File: config.mk
export PLATFORM = sky130hd
export DESIGN_NAME = ipc_top
export DESIGN_NICKNAME = d
export VERILOG_FILES = /design/src/rtl/ipc_pkg.sv /design/src/rtl/ipc_top.sv
export VERILOG_INCLUDE_DIRS = /design/src /design/src/rtl
export SDC_FILE = /design/constraint.sdc
export NUM_CORES = 1
export LEC_CHECK = 0
export ABC_AREA = 1
export BUFFER_PORTS_ARGS = -buffer_cell sky130_fd_sc_hd__buf_2
export CORE_UTILIZATION = 25
export CTS_CLUSTER_SIZE = 14
export DETAILED_ROUTE_END_ITERATION = 8
export GPL_TIMING_DRIVEN = 0
export PLACE_DENSITY = 0.42
export SYNTH_ARGS = -nofsm -noshare
export SYNTH_HDL_FRONTEND = slang
export SYNTH_SLANG_ARGS = --single-unit
File: constraint.sdc
create_clock -name clk -period 9.9 [get_ports clk]
set_input_delay 1.98 -clock clk [delete_from_list [all_inputs] [get_ports clk]]
set_output_delay 1.98 -clock clk [all_outputs]
set_load 0.02 [all_outputs]
File: src/rtl/ipc_regs.svh
// Register offsets, field positions, reset values and sizes of the interrupt priority controller.
// =====================================================================
// What this block does
// RULE1 - Test register bits 11-8 show the new CPU priority level, 0 to 15.
// RULE2 - Bits 6-0 show the vector number, with capture clear: last acknowledged interrupt.
// RULE3 - With capture set, the vector field tracks the highest priority pending interrupt.
// RULE4 - Bit 15 flags a request held off because CPU priority is equal or higher.
// RULE5 - Every device reset sets each user source priority to level 4.
// RULE6 - Priority zero disables a source; 1 to 7 are levels, 7 highest.
// RULE7 - Nesting disable stops user interrupts preempting a routine in progress.
// RULE8 - Only enabled sources interrupt; flags record events regardless of enable.
// RULE9 - Flags stay set until software clears them; a set flag re-interrupts after return.
// RULE10 - Return pops saved program counter, status low byte and old CPU level.
// RULE11 - Traps set flags in control register one; uncleared flags re-enter the trap.
// RULE12 - CPU priority 7 in the status word blocks all user interrupts.
// RULE13 - Traps use levels 8 to 15 and are never masked; the code holds a trap off unless its level is above the CPU level.
// RULE14 - Timed mask blocks user levels 1 to 6 for a programmed period.
// RULE15 - Level 7 user interrupts pass while the timed mask runs.
// RULE16 - Highest enabled level wins, ties by index, only if above CPU level.
`ifndef IPC_REGS_SVH
`define IPC_REGS_SVH

// =====================================================================
// Register byte offsets on the register bus.
`define IPC_OFF_CTRL1      8'h00
`define IPC_OFF_FLAGS      8'h04
`define IPC_OFF_ENABLE     8'h08
`define IPC_OFF_PRIO       8'h0C
`define IPC_OFF_STATUS     8'h10
`define IPC_OFF_TEST       8'h14
`define IPC_OFF_TMASK      8'h18

// =====================================================================
// Field positions.
`define IPC_CTRL1_NEST_BIT 15
`define IPC_TEST_REQ_BIT   15
`define IPC_TEST_CAP_BIT   13
`define IPC_TEST_LVL_LSB   8
`define IPC_SR_IPL3_BIT    4

// =====================================================================
// Sizes, levels and reset values.
`define IPC_NSRC           8
`define IPC_NTRAP          8
`define IPC_STACK_DEPTH    16
`define IPC_PRIO_RST       24'h924924
`define IPC_USER_VEC_BASE  7'h08
`define IPC_TRAP_LVL_BASE  4'h8
`define IPC_TIMED_PASS_LVL 4'h7
`define IPC_RESP_OKAY      2'h0
`define IPC_RESP_SLVERR    2'h2

`endif

File: src/rtl/ipc_pkg.sv
// Types shared by the interrupt priority controller and its users.
`include "ipc_regs.svh"

package ipc_pkg;

    // =====================================================================
    // Request towards the CPU core.
    typedef struct packed {
        logic       irq;
        logic [3:0] level;
        logic [6:0] vector;
    } ipc_cpu_req_s;

    // Context handed back on return from interrupt.
    typedef struct packed {
        logic        valid;
        logic [15:0] pc;
    } ipc_ret_s;

    // Whole state of the controller.
    typedef struct packed {
        logic                         awready;
        logic                         wready;
        logic                         bvalid;
        logic [1:0]                   bresp;
        logic                         aw_got;
        logic                         w_got;
        logic [7:0]                   awaddr;
        logic [31:0]                  wdata;
        logic [3:0]                   wstrb;
        logic                         arready;
        logic                         rvalid;
        logic [1:0]                   rresp;
        logic [31:0]                  rdata;
        logic                         nest_dis;
        logic [7:0]                   trap_flag;
        logic [7:0]                   src_flag;
        logic [7:0]                   src_en;
        logic [23:0]                  src_prio;
        logic [7:0]                   status_low;
        logic                         capture;
        logic [15:0]                  mask_cnt;
        logic [6:0]                   acked_vec;
        logic [3:0]                   new_level;
        logic                         req_pend;
        logic [6:0]                   vec_view;
        ipc_cpu_req_s                 req;
        ipc_ret_s                     ret;
        logic [4:0]                   depth;
        logic [15:0][23:0]            stack;
    } ipc_state_s;

endpackage

File: src/rtl/ipc_top.sv
// Interrupt priority controller with an AXI4-Lite register slave and a CPU request port.
//
// Added by the designer: the AXI4-Lite register port and the register offsets.
`include "ipc_regs.svh"

module ipc_top
    import ipc_pkg::*;
(
    input  wire logic         clk,
    input  wire logic         sys_rst,
    input  wire logic [7:0]   s_axil_awaddr,
    input  wire logic         s_axil_awvalid,
    output logic              s_axil_awready,
    input  wire logic [31:0]  s_axil_wdata,
    input  wire logic [3:0]   s_axil_wstrb,
    input  wire logic         s_axil_wvalid,
    output logic              s_axil_wready,
    output logic [1:0]        s_axil_bresp,
    output logic              s_axil_bvalid,
    input  wire logic         s_axil_bready,
    input  wire logic [7:0]   s_axil_araddr,
    input  wire logic         s_axil_arvalid,
    output logic              s_axil_arready,
    output logic [31:0]       s_axil_rdata,
    output logic [1:0]        s_axil_rresp,
    output logic              s_axil_rvalid,
    input  wire logic         s_axil_rready,
    input  wire logic [7:0]   src_event,
    input  wire logic [7:0]   trap_event,
    input  wire logic [15:0]  cpu_pc,
    input  wire logic         cpu_ack,
    input  wire logic         cpu_ret,
    output ipc_cpu_req_s      cpu_req,
    output ipc_ret_s          cpu_return
);

    // =====================================================================
    // Helpers.

    // Priority of user source idx, three bits per source.
    function automatic logic [3:0] user_level(input logic [23:0] prio, input int idx);
        logic [2:0] f;
        f = prio[idx*3 +: 3];
        return {1'b0, f};
    endfunction

    // CPU priority held in the status low byte.
    function automatic logic [3:0] cpu_level(input logic [7:0] sr);
        return {sr[`IPC_SR_IPL3_BIT], sr[3:1]};
    endfunction

    // Merge write data into a register under the byte strobes.
    function automatic logic [31:0] merge(input logic [31:0] old, input logic [31:0] nw, input logic [3:0] strb);
        logic [31:0] r;
        r = old;
        for (int b = 0; b < 4; b++) begin
            if (strb[b]) begin
                r[b*8 +: 8] = nw[b*8 +: 8];
            end
        end
        return r;
    endfunction

    ipc_state_s  s;
    ipc_state_s  next_s;
    logic [3:0]  cur_level;
    logic [3:0]  lvl;
    logic [3:0]  best_lvl;
    logic [6:0]  best_vec;
    logic        best_trap;
    logic        cand_any;
    logic        best_ok;
    logic        do_write;
    logic        wr_flags;
    logic [31:0] wval;
    logic [31:0] rval;
    logic        rhit;
    logic [23:0] top;

    // =====================================================================
    // Arbitration: pick the highest level among eligible requests.
    // Lower index wins ties because replacement needs a strictly higher level.
    always_comb begin
        cur_level = cpu_level(s.status_low);
        best_lvl  = 4'h0;
        best_vec  = 7'h00;
        best_trap = 1'b0;
        cand_any  = 1'b0;
        lvl       = 4'h0;
        for (int i = 0; i < `IPC_NSRC; i++) begin
            lvl = user_level(s.src_prio, i);
            if (s.src_flag[i] && s.src_en[i] && lvl != 4'h0                             // [RULE8] [RULE6]
                && !(s.mask_cnt != 16'h0000 && lvl < `IPC_TIMED_PASS_LVL)              // [RULE14] [RULE15]
                && !(s.nest_dis && s.depth != 5'h00)) begin                            // [RULE7]
                if (!cand_any || lvl > best_lvl) begin                                 // [RULE16]
                    best_lvl = lvl;
                    best_vec = `IPC_USER_VEC_BASE + 7'(i);
                end
                cand_any = 1'b1;
            end
        end
        // Traps sit above every user level; only the CPU level compare below can hold them off.
        for (int i = 0; i < `IPC_NTRAP; i++) begin
            if (s.trap_flag[i]) begin                                                  // [RULE13]
                best_lvl  = `IPC_TRAP_LVL_BASE + 4'(i);
                best_vec  = 7'(i);
                best_trap = 1'b1;
                cand_any  = 1'b1;
            end
        end
        best_ok = cand_any && best_lvl > cur_level;                                    // [RULE16] [RULE12]
    end

    // =====================================================================
    // Register read decode; unmapped words answer with a slave error.
    always_comb begin
        rhit = 1'b1;
        rval = 32'h0000_0000;
        case (s_axil_araddr)
            `IPC_OFF_CTRL1: begin
                rval[`IPC_CTRL1_NEST_BIT] = s.nest_dis;
                rval[7:0]                 = s.trap_flag;
            end
            `IPC_OFF_FLAGS:  rval[7:0]  = s.src_flag;
            `IPC_OFF_ENABLE: rval[7:0]  = s.src_en;
            `IPC_OFF_PRIO:   rval[23:0] = s.src_prio;
            `IPC_OFF_STATUS: rval[7:0]  = s.status_low;
            `IPC_OFF_TEST: begin
                rval[`IPC_TEST_REQ_BIT]                = s.req_pend;       // [RULE4]
                rval[`IPC_TEST_CAP_BIT]                = s.capture;
                rval[`IPC_TEST_LVL_LSB +: 4]           = s.new_level;      // [RULE1]
                rval[6:0]                              = s.vec_view;       // [RULE2]
            end
            `IPC_OFF_TMASK:  rval[15:0] = s.mask_cnt;
            default:         rhit = 1'b0;
        endcase
    end

    // =====================================================================
    // Next state: bus slave, flags, priorities, CPU handshake and context stack.
    always_comb begin
        next_s         = s;
        next_s.ret.valid = 1'b0;
        do_write       = s.aw_got && s.w_got && !s.bvalid;
        wr_flags       = do_write && s.awaddr == `IPC_OFF_FLAGS;
        top            = 24'h000000;
        wval           = 32'h0000_0000;

        // Write address and data are taken independently, in either order.
        if (s_axil_awvalid && s.awready) begin
            next_s.aw_got = 1'b1;
            next_s.awaddr = s_axil_awaddr;
        end
        if (s_axil_wvalid && s.wready) begin
            next_s.w_got = 1'b1;
            next_s.wdata = s_axil_wdata;
            next_s.wstrb = s_axil_wstrb;
        end
        if (s.bvalid && s_axil_bready) begin
            next_s.bvalid = 1'b0;
        end

        // Timed mask counts down to zero, one per clock.
        if (s.mask_cnt != 16'h0000) begin
            next_s.mask_cnt = s.mask_cnt - 16'h0001;                           // [RULE14]
        end

        // Software writes; flag bits clear by writing one.
        if (do_write) begin
            next_s.aw_got = 1'b0;
            next_s.w_got  = 1'b0;
            next_s.bvalid = 1'b1;
            next_s.bresp  = `IPC_RESP_OKAY;
            case (s.awaddr)
                `IPC_OFF_CTRL1: begin
                    wval = merge({16'h0000, s.nest_dis, 7'h00, s.trap_flag}, s.wdata, s.wstrb);
                    next_s.nest_dis  = wval[`IPC_CTRL1_NEST_BIT];              // [RULE7]
                    next_s.trap_flag = s.trap_flag & ~wval[7:0];               // [RULE11]
                end
                `IPC_OFF_FLAGS: begin
                    wval = merge(32'h0000_0000, s.wdata, s.wstrb);
                    next_s.src_flag = s.src_flag & ~wval[7:0];                 // [RULE9]
                end
                `IPC_OFF_ENABLE: begin
                    wval = merge({24'h000000, s.src_en}, s.wdata, s.wstrb);
                    next_s.src_en = wval[7:0];
                end
                `IPC_OFF_PRIO: begin
                    wval = merge({8'h00, s.src_prio}, s.wdata, s.wstrb);
                    next_s.src_prio = wval[23:0];
                end
                `IPC_OFF_STATUS: begin
                    wval = merge({24'h000000, s.status_low}, s.wdata, s.wstrb);
                    next_s.status_low = wval[7:0];                             // [RULE12]
                end
                `IPC_OFF_TEST: begin
                    wval = merge({18'h00000, s.capture, 13'h0000}, s.wdata, s.wstrb);
                    next_s.capture = wval[`IPC_TEST_CAP_BIT];
                end
                `IPC_OFF_TMASK: begin
                    wval = merge({16'h0000, s.mask_cnt}, s.wdata, s.wstrb);
                    next_s.mask_cnt = wval[15:0];                              // [RULE14]
                end
                default: next_s.bresp = `IPC_RESP_SLVERR;
            endcase
        end

        // Events set flags after the clear so that a coincident event is kept.
        next_s.src_flag  = next_s.src_flag | src_event;                        // [RULE8] [RULE9]
        next_s.trap_flag = next_s.trap_flag | trap_event;                      // [RULE11]

        // Read channel answers one cycle after the address is taken.
        if (s_axil_arvalid && s.arready) begin
            next_s.rvalid = 1'b1;
            next_s.rdata  = rval;
            next_s.rresp  = rhit ? `IPC_RESP_OKAY : `IPC_RESP_SLVERR;
        end else if (s.rvalid && s_axil_rready) begin
            next_s.rvalid = 1'b0;
        end

        // Request presented to the CPU, registered one cycle after arbitration.
        next_s.req.irq    = best_ok;                                           // [RULE16]
        next_s.req.level  = best_lvl;
        next_s.req.vector = best_vec;
        next_s.req_pend   = cand_any && best_lvl <= cur_level;                 // [RULE4]
        next_s.vec_view   = s.capture ? (cand_any ? best_vec : s.vec_view)     // [RULE3]
                                      : s.acked_vec;                           // [RULE2]

        // Return pops context; the flag left set re-requests at once.
        if (cpu_ret && s.depth != 5'h00) begin
            top                = s.stack[4'(s.depth - 5'h01)];
            next_s.depth       = s.depth - 5'h01;
            next_s.status_low  = top[7:0];                                     // [RULE10]
            next_s.ret.pc      = top[23:8];
            next_s.ret.valid   = 1'b1;
            next_s.req.irq     = 1'b0;
        end else if (cpu_ack && s.req.irq && s.depth != 5'(`IPC_STACK_DEPTH)) begin
            // Acknowledge saves context and raises the CPU level.
            next_s.stack[4'(s.depth)] = {cpu_pc, next_s.status_low};
            next_s.depth       = s.depth + 5'h01;
            next_s.acked_vec   = s.req.vector;                                 // [RULE2]
            next_s.new_level   = s.req.level;                                  // [RULE1]
            next_s.status_low[`IPC_SR_IPL3_BIT] = s.req.level[3];
            next_s.status_low[3:1] = s.req.level[2:0];
            next_s.req.irq     = 1'b0;
        end

        // Ready flags stall a second item until the write completes.
        next_s.awready = !next_s.aw_got && !next_s.bvalid;
        next_s.wready  = !next_s.w_got && !next_s.bvalid;
        next_s.arready = !next_s.rvalid;
    end

    // =====================================================================
    // State register with synchronous reset.
    always_ff @(posedge clk) begin
        if (sys_rst) begin
            s          <= '0;
            s.src_prio <= `IPC_PRIO_RST;                                       // [RULE5]
        end else begin
            s <= next_s;
        end
    end

    // =====================================================================
    // Outputs come straight from the state register.
    assign s_axil_awready = s.awready;
    assign s_axil_wready  = s.wready;
    assign s_axil_bvalid  = s.bvalid;
    assign s_axil_bresp   = s.bresp;
    assign s_axil_arready = s.arready;
    assign s_axil_rvalid  = s.rvalid;
    assign s_axil_rdata   = s.rdata;
    assign s_axil_rresp   = s.rresp;
    assign cpu_req        = s.req;
    assign cpu_return     = s.ret;

    // =====================================================================
    // Checks on the controller's own behaviour.
    a_irq_follows_win: assert property (@(posedge clk) disable iff (sys_rst) // [RULE16]
        best_ok && !cpu_ack && !cpu_ret |=> cpu_req.irq && cpu_req.level == $past(best_lvl))
        else $error("winning request not presented");

    a_level_above_cpu: assert property (@(posedge clk) disable iff (sys_rst) // [RULE12]
        cpu_req.irq && $stable(s.status_low) |-> cpu_req.level > cpu_level(s.status_low))
        else $error("request at or below cpu level");

    a_trap_unmasked: assert property (@(posedge clk) disable iff (sys_rst) // [RULE13]
        (|s.trap_flag) && cpu_level(s.status_low) < `IPC_TRAP_LVL_BASE |-> best_ok && best_trap)
        else $error("trap was masked");

    a_prio_reset_four: assert property (@(posedge clk) // [RULE5]
        $past(sys_rst) && !sys_rst |-> s.src_prio == `IPC_PRIO_RST && s.depth == 5'h00)
        else $error("priorities not level four after reset");

    a_zero_prio_off: assert property (@(posedge clk) disable iff (sys_rst) // [RULE6]
        cand_any && !best_trap |-> best_lvl != 4'h0)
        else $error("disabled source selected");

    a_timed_mask_pass: assert property (@(posedge clk) disable iff (sys_rst) // [RULE14]
        s.mask_cnt != 16'h0000 && cand_any && !best_trap |-> best_lvl == `IPC_TIMED_PASS_LVL)
        else $error("timed mask let low level through");

    a_nest_blocked: assert property (@(posedge clk) disable iff (sys_rst) // [RULE7]
        s.nest_dis && s.depth != 5'h00 && cand_any |-> best_trap)
        else $error("user preempted with nesting disabled");

    a_ack_level: assert property (@(posedge clk) disable iff (sys_rst) // [RULE1]
        cpu_ack && cpu_req.irq && !cpu_ret && s.depth != 5'(`IPC_STACK_DEPTH)
        |=> s.new_level == $past(cpu_req.level) && cpu_level(s.status_low) == s.new_level
            && !cpu_req.irq)
        else $error("acknowledge did not raise level");

    a_ret_restore: assert property (@(posedge clk) disable iff (sys_rst) // [RULE10]
        cpu_ret && s.depth != 5'h00 |=> cpu_return.valid && s.depth == $past(s.depth) - 5'h01)
        else $error("return did not pop context");

    a_flag_sticky: assert property (@(posedge clk) disable iff (sys_rst) // [RULE9]
        !wr_flags |=> (s.src_flag & $past(s.src_flag)) == $past(s.src_flag))
        else $error("flag dropped without software clear");

    a_req_held_off: assert property (@(posedge clk) disable iff (sys_rst) // [RULE4]
        cand_any && !best_ok |=> s.req_pend ##1 1'b1)
        else $error("held off request not reported");

    a_vec_capture: assert property (@(posedge clk) disable iff (sys_rst) // [RULE3]
        s.capture && cand_any |=> s.vec_view == $past(best_vec))
        else $error("vector view not tracking pending");

    // A trap event is kept even when software clears the same flag in that cycle.
    a_trap_flag_set: assert property (@(posedge clk) disable iff (sys_rst) // [RULE11]
        (|trap_event) |=> (s.trap_flag & $past(trap_event)) == $past(trap_event))
        else $error("trap event lost");

    // The timed mask loses exactly one count per clock unless software reloads it.
    a_mask_counts: assert property (@(posedge clk) disable iff (sys_rst) // [RULE14]
        s.mask_cnt != 16'h0000 && !(do_write && s.awaddr == `IPC_OFF_TMASK)
        |=> s.mask_cnt == $past(s.mask_cnt) - 16'h0001)
        else $error("timed mask count skipped");

    // A pending write answer refuses further address and data items.
    a_write_refused: assert property (@(posedge clk) disable iff (sys_rst)
        s_axil_bvalid |-> !s_axil_awready && !s_axil_wready)
        else $error("write item accepted while answer pending");

endmodule

==> impl_summary.txt, run 1 <==
----------------------------------------------------
[Drt]
  Via density per instance ... 4.92
  Number of DRC violations after detailed-routing iteration 0 ... between 2000 and 2500
  Drt first pass iters ... 5
  Routed length per placed instance ... 22.5 µm
  Vias after detailed routing ... 26200
  Final Routed Wirelength ... 120000 µm
  Drt drc ... 0
  Number of nets still failing antenna checks after routing ... 0

[Worst setup path]
  Critical path startpoint category ... flip-flop
  Highest fanout seen on the critical path ... 8
  Crit-path most repeated cell ... sky130_fd_sc_hd__nand2_1
  Start point of the critical path ... s[384]
  Data arrival, critical path ... 9680 ps
  Reg-to-Reg Start ... s[384]
  Worst endpoint required time ... between 10000 and 15000 ps
  Minimum setup slack among reg-to-reg paths ... around 790 ps
  Critical Path End Type ... flip-flop
  Slowest-stage cell, CP ... sky130_fd_sc_hd__dfxtp_4
  WS Path Type ... flip-flop to flip-flop
  Biggest cell delay along the critical path ... approximately 380 ps

[Cells and area]
  Final standard cell area without fillers ... between 30000 and 40000 µm²
  FILL cells ... 11500
  Share of layout cells above drive strength 1 ... between 10% and 20%
  Signed area change from the synthesized netlist to the final layout ... 20.3%
  Final Net Count ... 4030

[Placed design]
  Post-DP HPWL ... 92400 µm
  Area of placed instances ... 28600 µm²
  Final weighted congestion of routability-driven global placement ... 0.941
  Dpl ws ... -1690 ps
  Number of input and output port buffers inserted ... 140

[Clock tree]
  Hold buffer count at cts ... 0
  Clock slew seen by the registers of the worst setup and hold paths ... around 60 ps
  TritonCTS Buffers ... 69
  Root buffer cell ... sky130_fd_sc_hd__clkbuf_16
  TritonCTS clock tree ... done
  Maximum root-to-sink buffer count ... 3
  H-tree levels ... 3
  CTS sink count ... 570
  Worst skew pair latency ... 650 ps

[Power and ir drop]
  Total power after layout ... about 0.008 W
  Peak supply drop ... 138 µV
  Power density over the cells ... 262 nW/µm²
  Static Leak ... 12.2 nW

[Synth]
  Number of enable-type register cells in the synthesized netlist ... 0
  Cell area after synthesis ... 26100 µm²
  Avg Synthesized Cell Area ... roughly 7.1 µm²
  Most frequently used flop master after synthesis ... sky130_fd_sc_hd__dfxtp_1
  Synth area leaders ... sky130_fd_sc_hd__dfxtp_1, sky130_fd_sc_hd__o21ai_0, sky130_fd_sc_hd__a21oi_1
  Flops & latches, synth ... 570
  Area fraction of the dominant cell type after synthesis ... 43.7%
  Number of different library cells in the post-synthesis netlist ... 55
  Gate Count Post-Synth ... 3657
  Dominant cell by count in the synthesized netlist ... sky130_fd_sc_hd__o21ai_0
  Commonest cells in the synthesized netlist ... sky130_fd_sc_hd__o21ai_0, sky130_fd_sc_hd__dfxtp_1, sky130_fd_sc_hd__a21oi_1, sky130_fd_sc_hd__nor2_1, sky130_fd_sc_hd__inv_1
  Fraction of the yosys area taken by sequential cells ... between 40 and 50%
  Share of flip-flops with an asynchronous set or reset ... 0%
  Ys Warns ... 0
  Cell type with the largest total area after synthesis ... sky130_fd_sc_hd__dfxtp_1

[Die]
  Number of core rows ... ~120
  Die Ht ... between 300 and 400 µm
  Initial cell density of the core ... approximately a quarter
  Io pins ... 163
  Floorplan die area ... 106000 µm²
  Horizontal die dimension ... between 300 and 400 µm
  Standard cell core area ... between 100000 and 150000 µm²

[Timing]
  Final hold violations ... 0
  Worst slack on hold paths ... 421 ps
  Final worst slack ... 786 ps
  Maximum clock rate ... 110 MHz
  Final period utilization ... 92.1%
  Final Max Tran Viols ... 0
  Tightest Pin Transition ... 1420 ps
  Final Setup Violations ... 0
  Max_slew headroom ... 5.11%
  Clock skew after layout ... 26.5 ps
  Final Critical Period ... 9110 ps

[Min path]
  Worst Hold Launch ... s[591]
  Path type of the worst min-delay path ... flip-flop to flip-flop

[GRT]
  Number of antenna violations at the first check in global routing ... 6
  Via count of the first global-routing pass ... 25100
  GR Overflow Total ... 0
  Maximum number of pins on one net before global-route repair ... 17
  GR Util All Layers ... between 20 and 25%
  First-pass GRT wire length ... 173000 µm

[Outcome]
  Outcome ... finished, final reports clean

[Run]
  MaxCap Viol Count ... 0

----------------------------------------------------
-- power by group --
part           switching (W)  internal [W]
registers          0.0000982       0.00243
clock network        0.00109       0.00153
logic                0.00227      0.000802
-- critical path, delay by kind of cell, from the launching register on --
kind                       cells  cell delay (ps)
and+or+nand+nor               45             3850
adders and majority gates      9             2160
buffers and inverters          9              560
AOI/OAI and AO/OA             16             2060
DFF                            1              380
-- cells by family after synthesis --
group,count (synthesis),synth area share [%]
AO/OA/AOI/OAI,1341,26.8
adder cells (fa/ha/maj),32,1.53
AND/OR/NAND/NOR,1018,16.8
flip-flops,570,43.7
buffers and inverters,687,10.9
XOR/XNOR,8,0.268
other,1,0.0144
-- repair_timing --
action | in CTS | in global routing
endpoints found under the setup margin | 11 | 11
pin swaps | 2 | 29
gates resized for setup | 17 | 68
setup buffers | 2 | 24
-- area by class of cell --
type,count,area [µm²],share of cell area (%)
multi-input cells,2412,12200,38.9
diodes,2,5.00,0.0159
well taps,1380,1730,5.49
clock buffers,98,1950,6.19
inverters,364,1380,4.39
plain buffers,321,1480,4.70
clock inverters,21,332,1.05
flip-flops and latches,570,11400,36.3
repair buffers,167,923,2.94
-- cells in the final DEF (no fill, tap or decap), drive strengths merged, types with 2 or more instances in the layout --
master and count:
o221ai 11, nand4 6, xnor2 2, clkinv 21
nor3 28, clkbuf 319, o21ai 696, a221oi 3
o22ai 19, xor2 6, bufinv 6, nand3 200
nand3b 2, dfxtp 570, buf 267, a211oi 11
nor2 470, nand2 304, o211ai 21, inv 357
a21oi 554, nor4 5, a31oi 10, conb 13
ha 32, o31ai 4, or2 2, diode 2
o41ai 2
-- routing by layer --
metal  GRT usage [%]  vias to the layer above  routed length, µm
met2            36.6                      783              55600
met5               0                        -                  0
met3            2.77                      179               5690
li1                -                    12600                  -
met4            8.14                        0               4470
met1            29.4                    12600              54000
-- stage by stage --
stage	TNS, ps	cells	util [%]
5_1_grt	-59.1	5333	30.4
6_report	0	5335	30.4
4_1_cts	0	5309	29.9
3_5_place_dp	-11360	5189	27.6
3_3_place_gp	-10810	5189	27.6
2_1_floorplan	0	3669	-
-- final timing paths --
kind,end,cells after the start
setup / recovery,cpu_req[11],79
hold / removal,s_axil_wready,1
setup reg to reg,cpu_req[11],79
hold reg to reg,s_axil_wready,1
(Power assumes the default switching activity.)
==> run 2: changes to the inputs <==
RECOVER_POWER = 50   (was not set)
REMOVE_ABC_BUFFERS = 1   (was not set)
==> impl_summary.txt, run 2 (synthesized netlist as in run 1, its figures left out) <==
----------------------------------------------------
[Outcome]
  Outcome ... finished, violations left
  Failing checks ... capacitance limit, slew limit

[Worst setup path]
  Highest fanout seen on the critical path ... 8
  Biggest cell delay along the critical path ... around 400 ps
  WS Path Type ... flip-flop to flip-flop
  Critical Path End Type ... flip-flop
  Slowest-stage cell, CP ... sky130_fd_sc_hd__dfxtp_4
  Worst endpoint required time ... 10460 ps
  Data arrival, critical path ... 9720 ps
  Critical path startpoint category ... flip-flop
  Crit-path most repeated cell ... sky130_fd_sc_hd__nand2_1

[Die]
  Standard cell core area ... 103000 µm²
  Die Ht ... 325 µm
  Initial cell density of the core ... 25.2%
  Io pins ... around 160
  Horizontal die dimension ... 325 µm
  Number of core rows ... 118
  Floorplan die area ... 106000 µm²

[GRT]
  Number of antenna violations at the first check in global routing ... 3
  GR Overflow Total ... 0
  GR Util All Layers ... 17.9%
  First-pass GRT wire length ... 145000 µm
  Via count of the first global-routing pass ... 22400
  Maximum number of pins on one net before global-route repair ... 171

[Timing]
  Final hold violations ... 0
  Tightest Pin Transition ... 3400 ps
  Final Setup Violations ... 0
  Maximum clock rate ... 109 MHz
  Final worst slack ... 735 ps
  Clock skew after layout ... 34.8 ps
  Final period utilization ... about 93%
  Final Max Tran Viols ... 380
  Max_slew headroom ... -127%
  Final Critical Period ... 9170 ps

[Cells and area]
  Share of layout cells above drive strength 1 ... 10.3%
  Signed area change from the synthesized netlist to the final layout ... 17.0%
  Most common cell after layout, fill and taps aside ... sky130_fd_sc_hd__o21ai_0
  Final Net Count ... between 3000 and 4000
  # diodes ... 0
  FILL cells ... 11400
  Top library cells by usage in the layout, fill and taps aside ... sky130_fd_sc_hd__o21ai_0, sky130_fd_sc_hd__dfxtp_1, sky130_fd_sc_hd__a21oi_1

[Drt]
  DR WL met2 ... roughly 43000 µm
  Length of routed wiring on met1 ... 47800 µm
  Max Used Layer ... met4
  Drt first pass iters ... 7
  Final Routed Wirelength ... 97000 µm
  Vias after detailed routing ... ~24000
  Drt drc ... 0
  Routed length per placed instance ... 19.2 µm
  Number of nets still failing antenna checks after routing ... 0
  Via density per instance ... around 4.8
  Detail Route met3 WL ... 4010 µm
  Number of DRC violations after detailed-routing iteration 0 ... just under 2000

[Clock tree]
  TritonCTS Buffers ... about 70
  CTS sink count ... 570
  Maximum root-to-sink buffer count ... 3
  Worst skew pair latency ... 660 ps
  TritonCTS clock tree ... done
  Clock slew seen by the registers of the worst setup and hold paths ... 60 ps
  H-tree levels ... 3
  Hold buffer count at cts ... 0
  Root buffer cell ... sky130_fd_sc_hd__clkbuf_16

[Power and ir drop]
  Portion of total power attributed to the clock network ... 33.6%
  Peak supply drop ... 313 µV
  Sw power ... 0.00308 W
  Static Leak ... between 10 and 15 nW
  Cell internal power dissipation ... 0.00482 W
  Total power after layout ... 0.00790 W
  Power density over the cells ... 258 nW/µm²
  Sequential power share ... 32.0%
  Switching power as a share of total power ... 39.0%
  Combinational cell fraction of total power ... 34.4%

[Run]
  MaxCap Viol Count ... 3

[Placed design]
  Number of input and output port buffers inserted ... 140
  Dpl ws ... -726 ps
  Final weighted congestion of routability-driven global placement ... 0.867
  Post-DP HPWL ... 59300 µm

[Min path]
  Path type of the worst min-delay path ... flip-flop to flip-flop

----------------------------------------------------
==> run 2: changes by cell type in the layout (fill, tap and decap cells not counted), moves of 14 or more <==
cell / change
sky130_fd_sc_hd__buf_2: -71
sky130_fd_sc_hd__buf_1: -18
sky130_fd_sc_hd__buf_4: -75
sky130_fd_sc_hd__clkbuf_1: -162
sky130_fd_sc_hd__buf_16: +14
==> run 2: layout make-up <==
cell class                      instances  area (µm²)  share of cell area (%)
Multi-Input combinational cell       2412       12200                    39.9
Sequential cell                       570       11400                    37.3
Clock buffer                          108        2120                    6.93
Tap cell                             1380        1730                    5.65
Timing Repair Buffer                  192        1430                    4.67
Inverter                              364        1400                    4.56
Clock inverter                         20         262                   0.855
Timing Repair inverter                  3        26.3                  0.0859
==> run 2: per-stage QoR <==
| step | utilization [%] | cell area (µm²) | setup TNS, ps | hold slack, ps | instances |
|---|---|---|---|---|---|
| floorplan | - | 24700 | -38990 | 399 | 3346 |
| CTS | 29.4 | 30400 | 0 | 423 | 5032 |
| finish | 29.5 | 30600 | 0 | 422 | 5049 |
| detailed placement | 27.0 | 28000 | -1560 | 415 | 4898 |
| global placement | 26.2 | 27100 | -4063560 | 416 | 4866 |
| global route | 29.5 | 30600 | -36.3 | 438 | 5049 |
==> run 2: path summary, 6_finish.rpt <==
path                        end  startpoint  slack, ps  depth (start not counted)
setup / recovery    cpu_req[11]      s[384]        730                         75
hold / removal    s_axil_wready      s[591]        420                          1
setup reg to reg    cpu_req[11]      s[384]        730                         75
hold reg to reg   s_axil_wready      s[591]        420                          1
==> run 2: worst max-delay path, delay by kind of cell (launching register included) <==
kind | cells | cell delay, ps
adder cells (fa/ha/maj) | 9 | 2410
flip-flops | 1 | 400
buffers and inverters | 7 | 460
AND/OR/NAND/NOR | 43 | 3890
AO/OA/AOI/OAI | 16 | 1920
==> run 2: power by group through the flow <==
| stage | Combinational (W) | Sequential (W) | Clock, W |
|---|---|---|---|
| detailed placement | 0.00262 | 0.00259 | 0 |
| global placement | 0.00250 | 0.00269 | 0 |
| finish | 0.00272 | 0.00253 | 0.00266 |
| CTS | 0.00271 | 0.00252 | 0.00272 |
| global route | 0.00299 | 0.00254 | 0.00282 |
| floorplan | 0.00150 | 0.00262 | 0 |
==> run 2: timing repair <==
| action | CTS | global route |
|---|---|---|
| setup endpoints to repair | 5 | 10 |
| pin swaps | 0 | 13 |
| setup buffers | 3 | 17 |
| gates cloned | 3 | 0 |
| resized for setup | 6 | 42 |
==> run 2: per-layer routing <==
layer / up-vias / global-route usage, %
met1: 11300 / 25.5
met3: 110 / 2.39
met2: 472 / 28.1
li1: 12100 / -
met5: - / 0
met4: 0 / 4.44
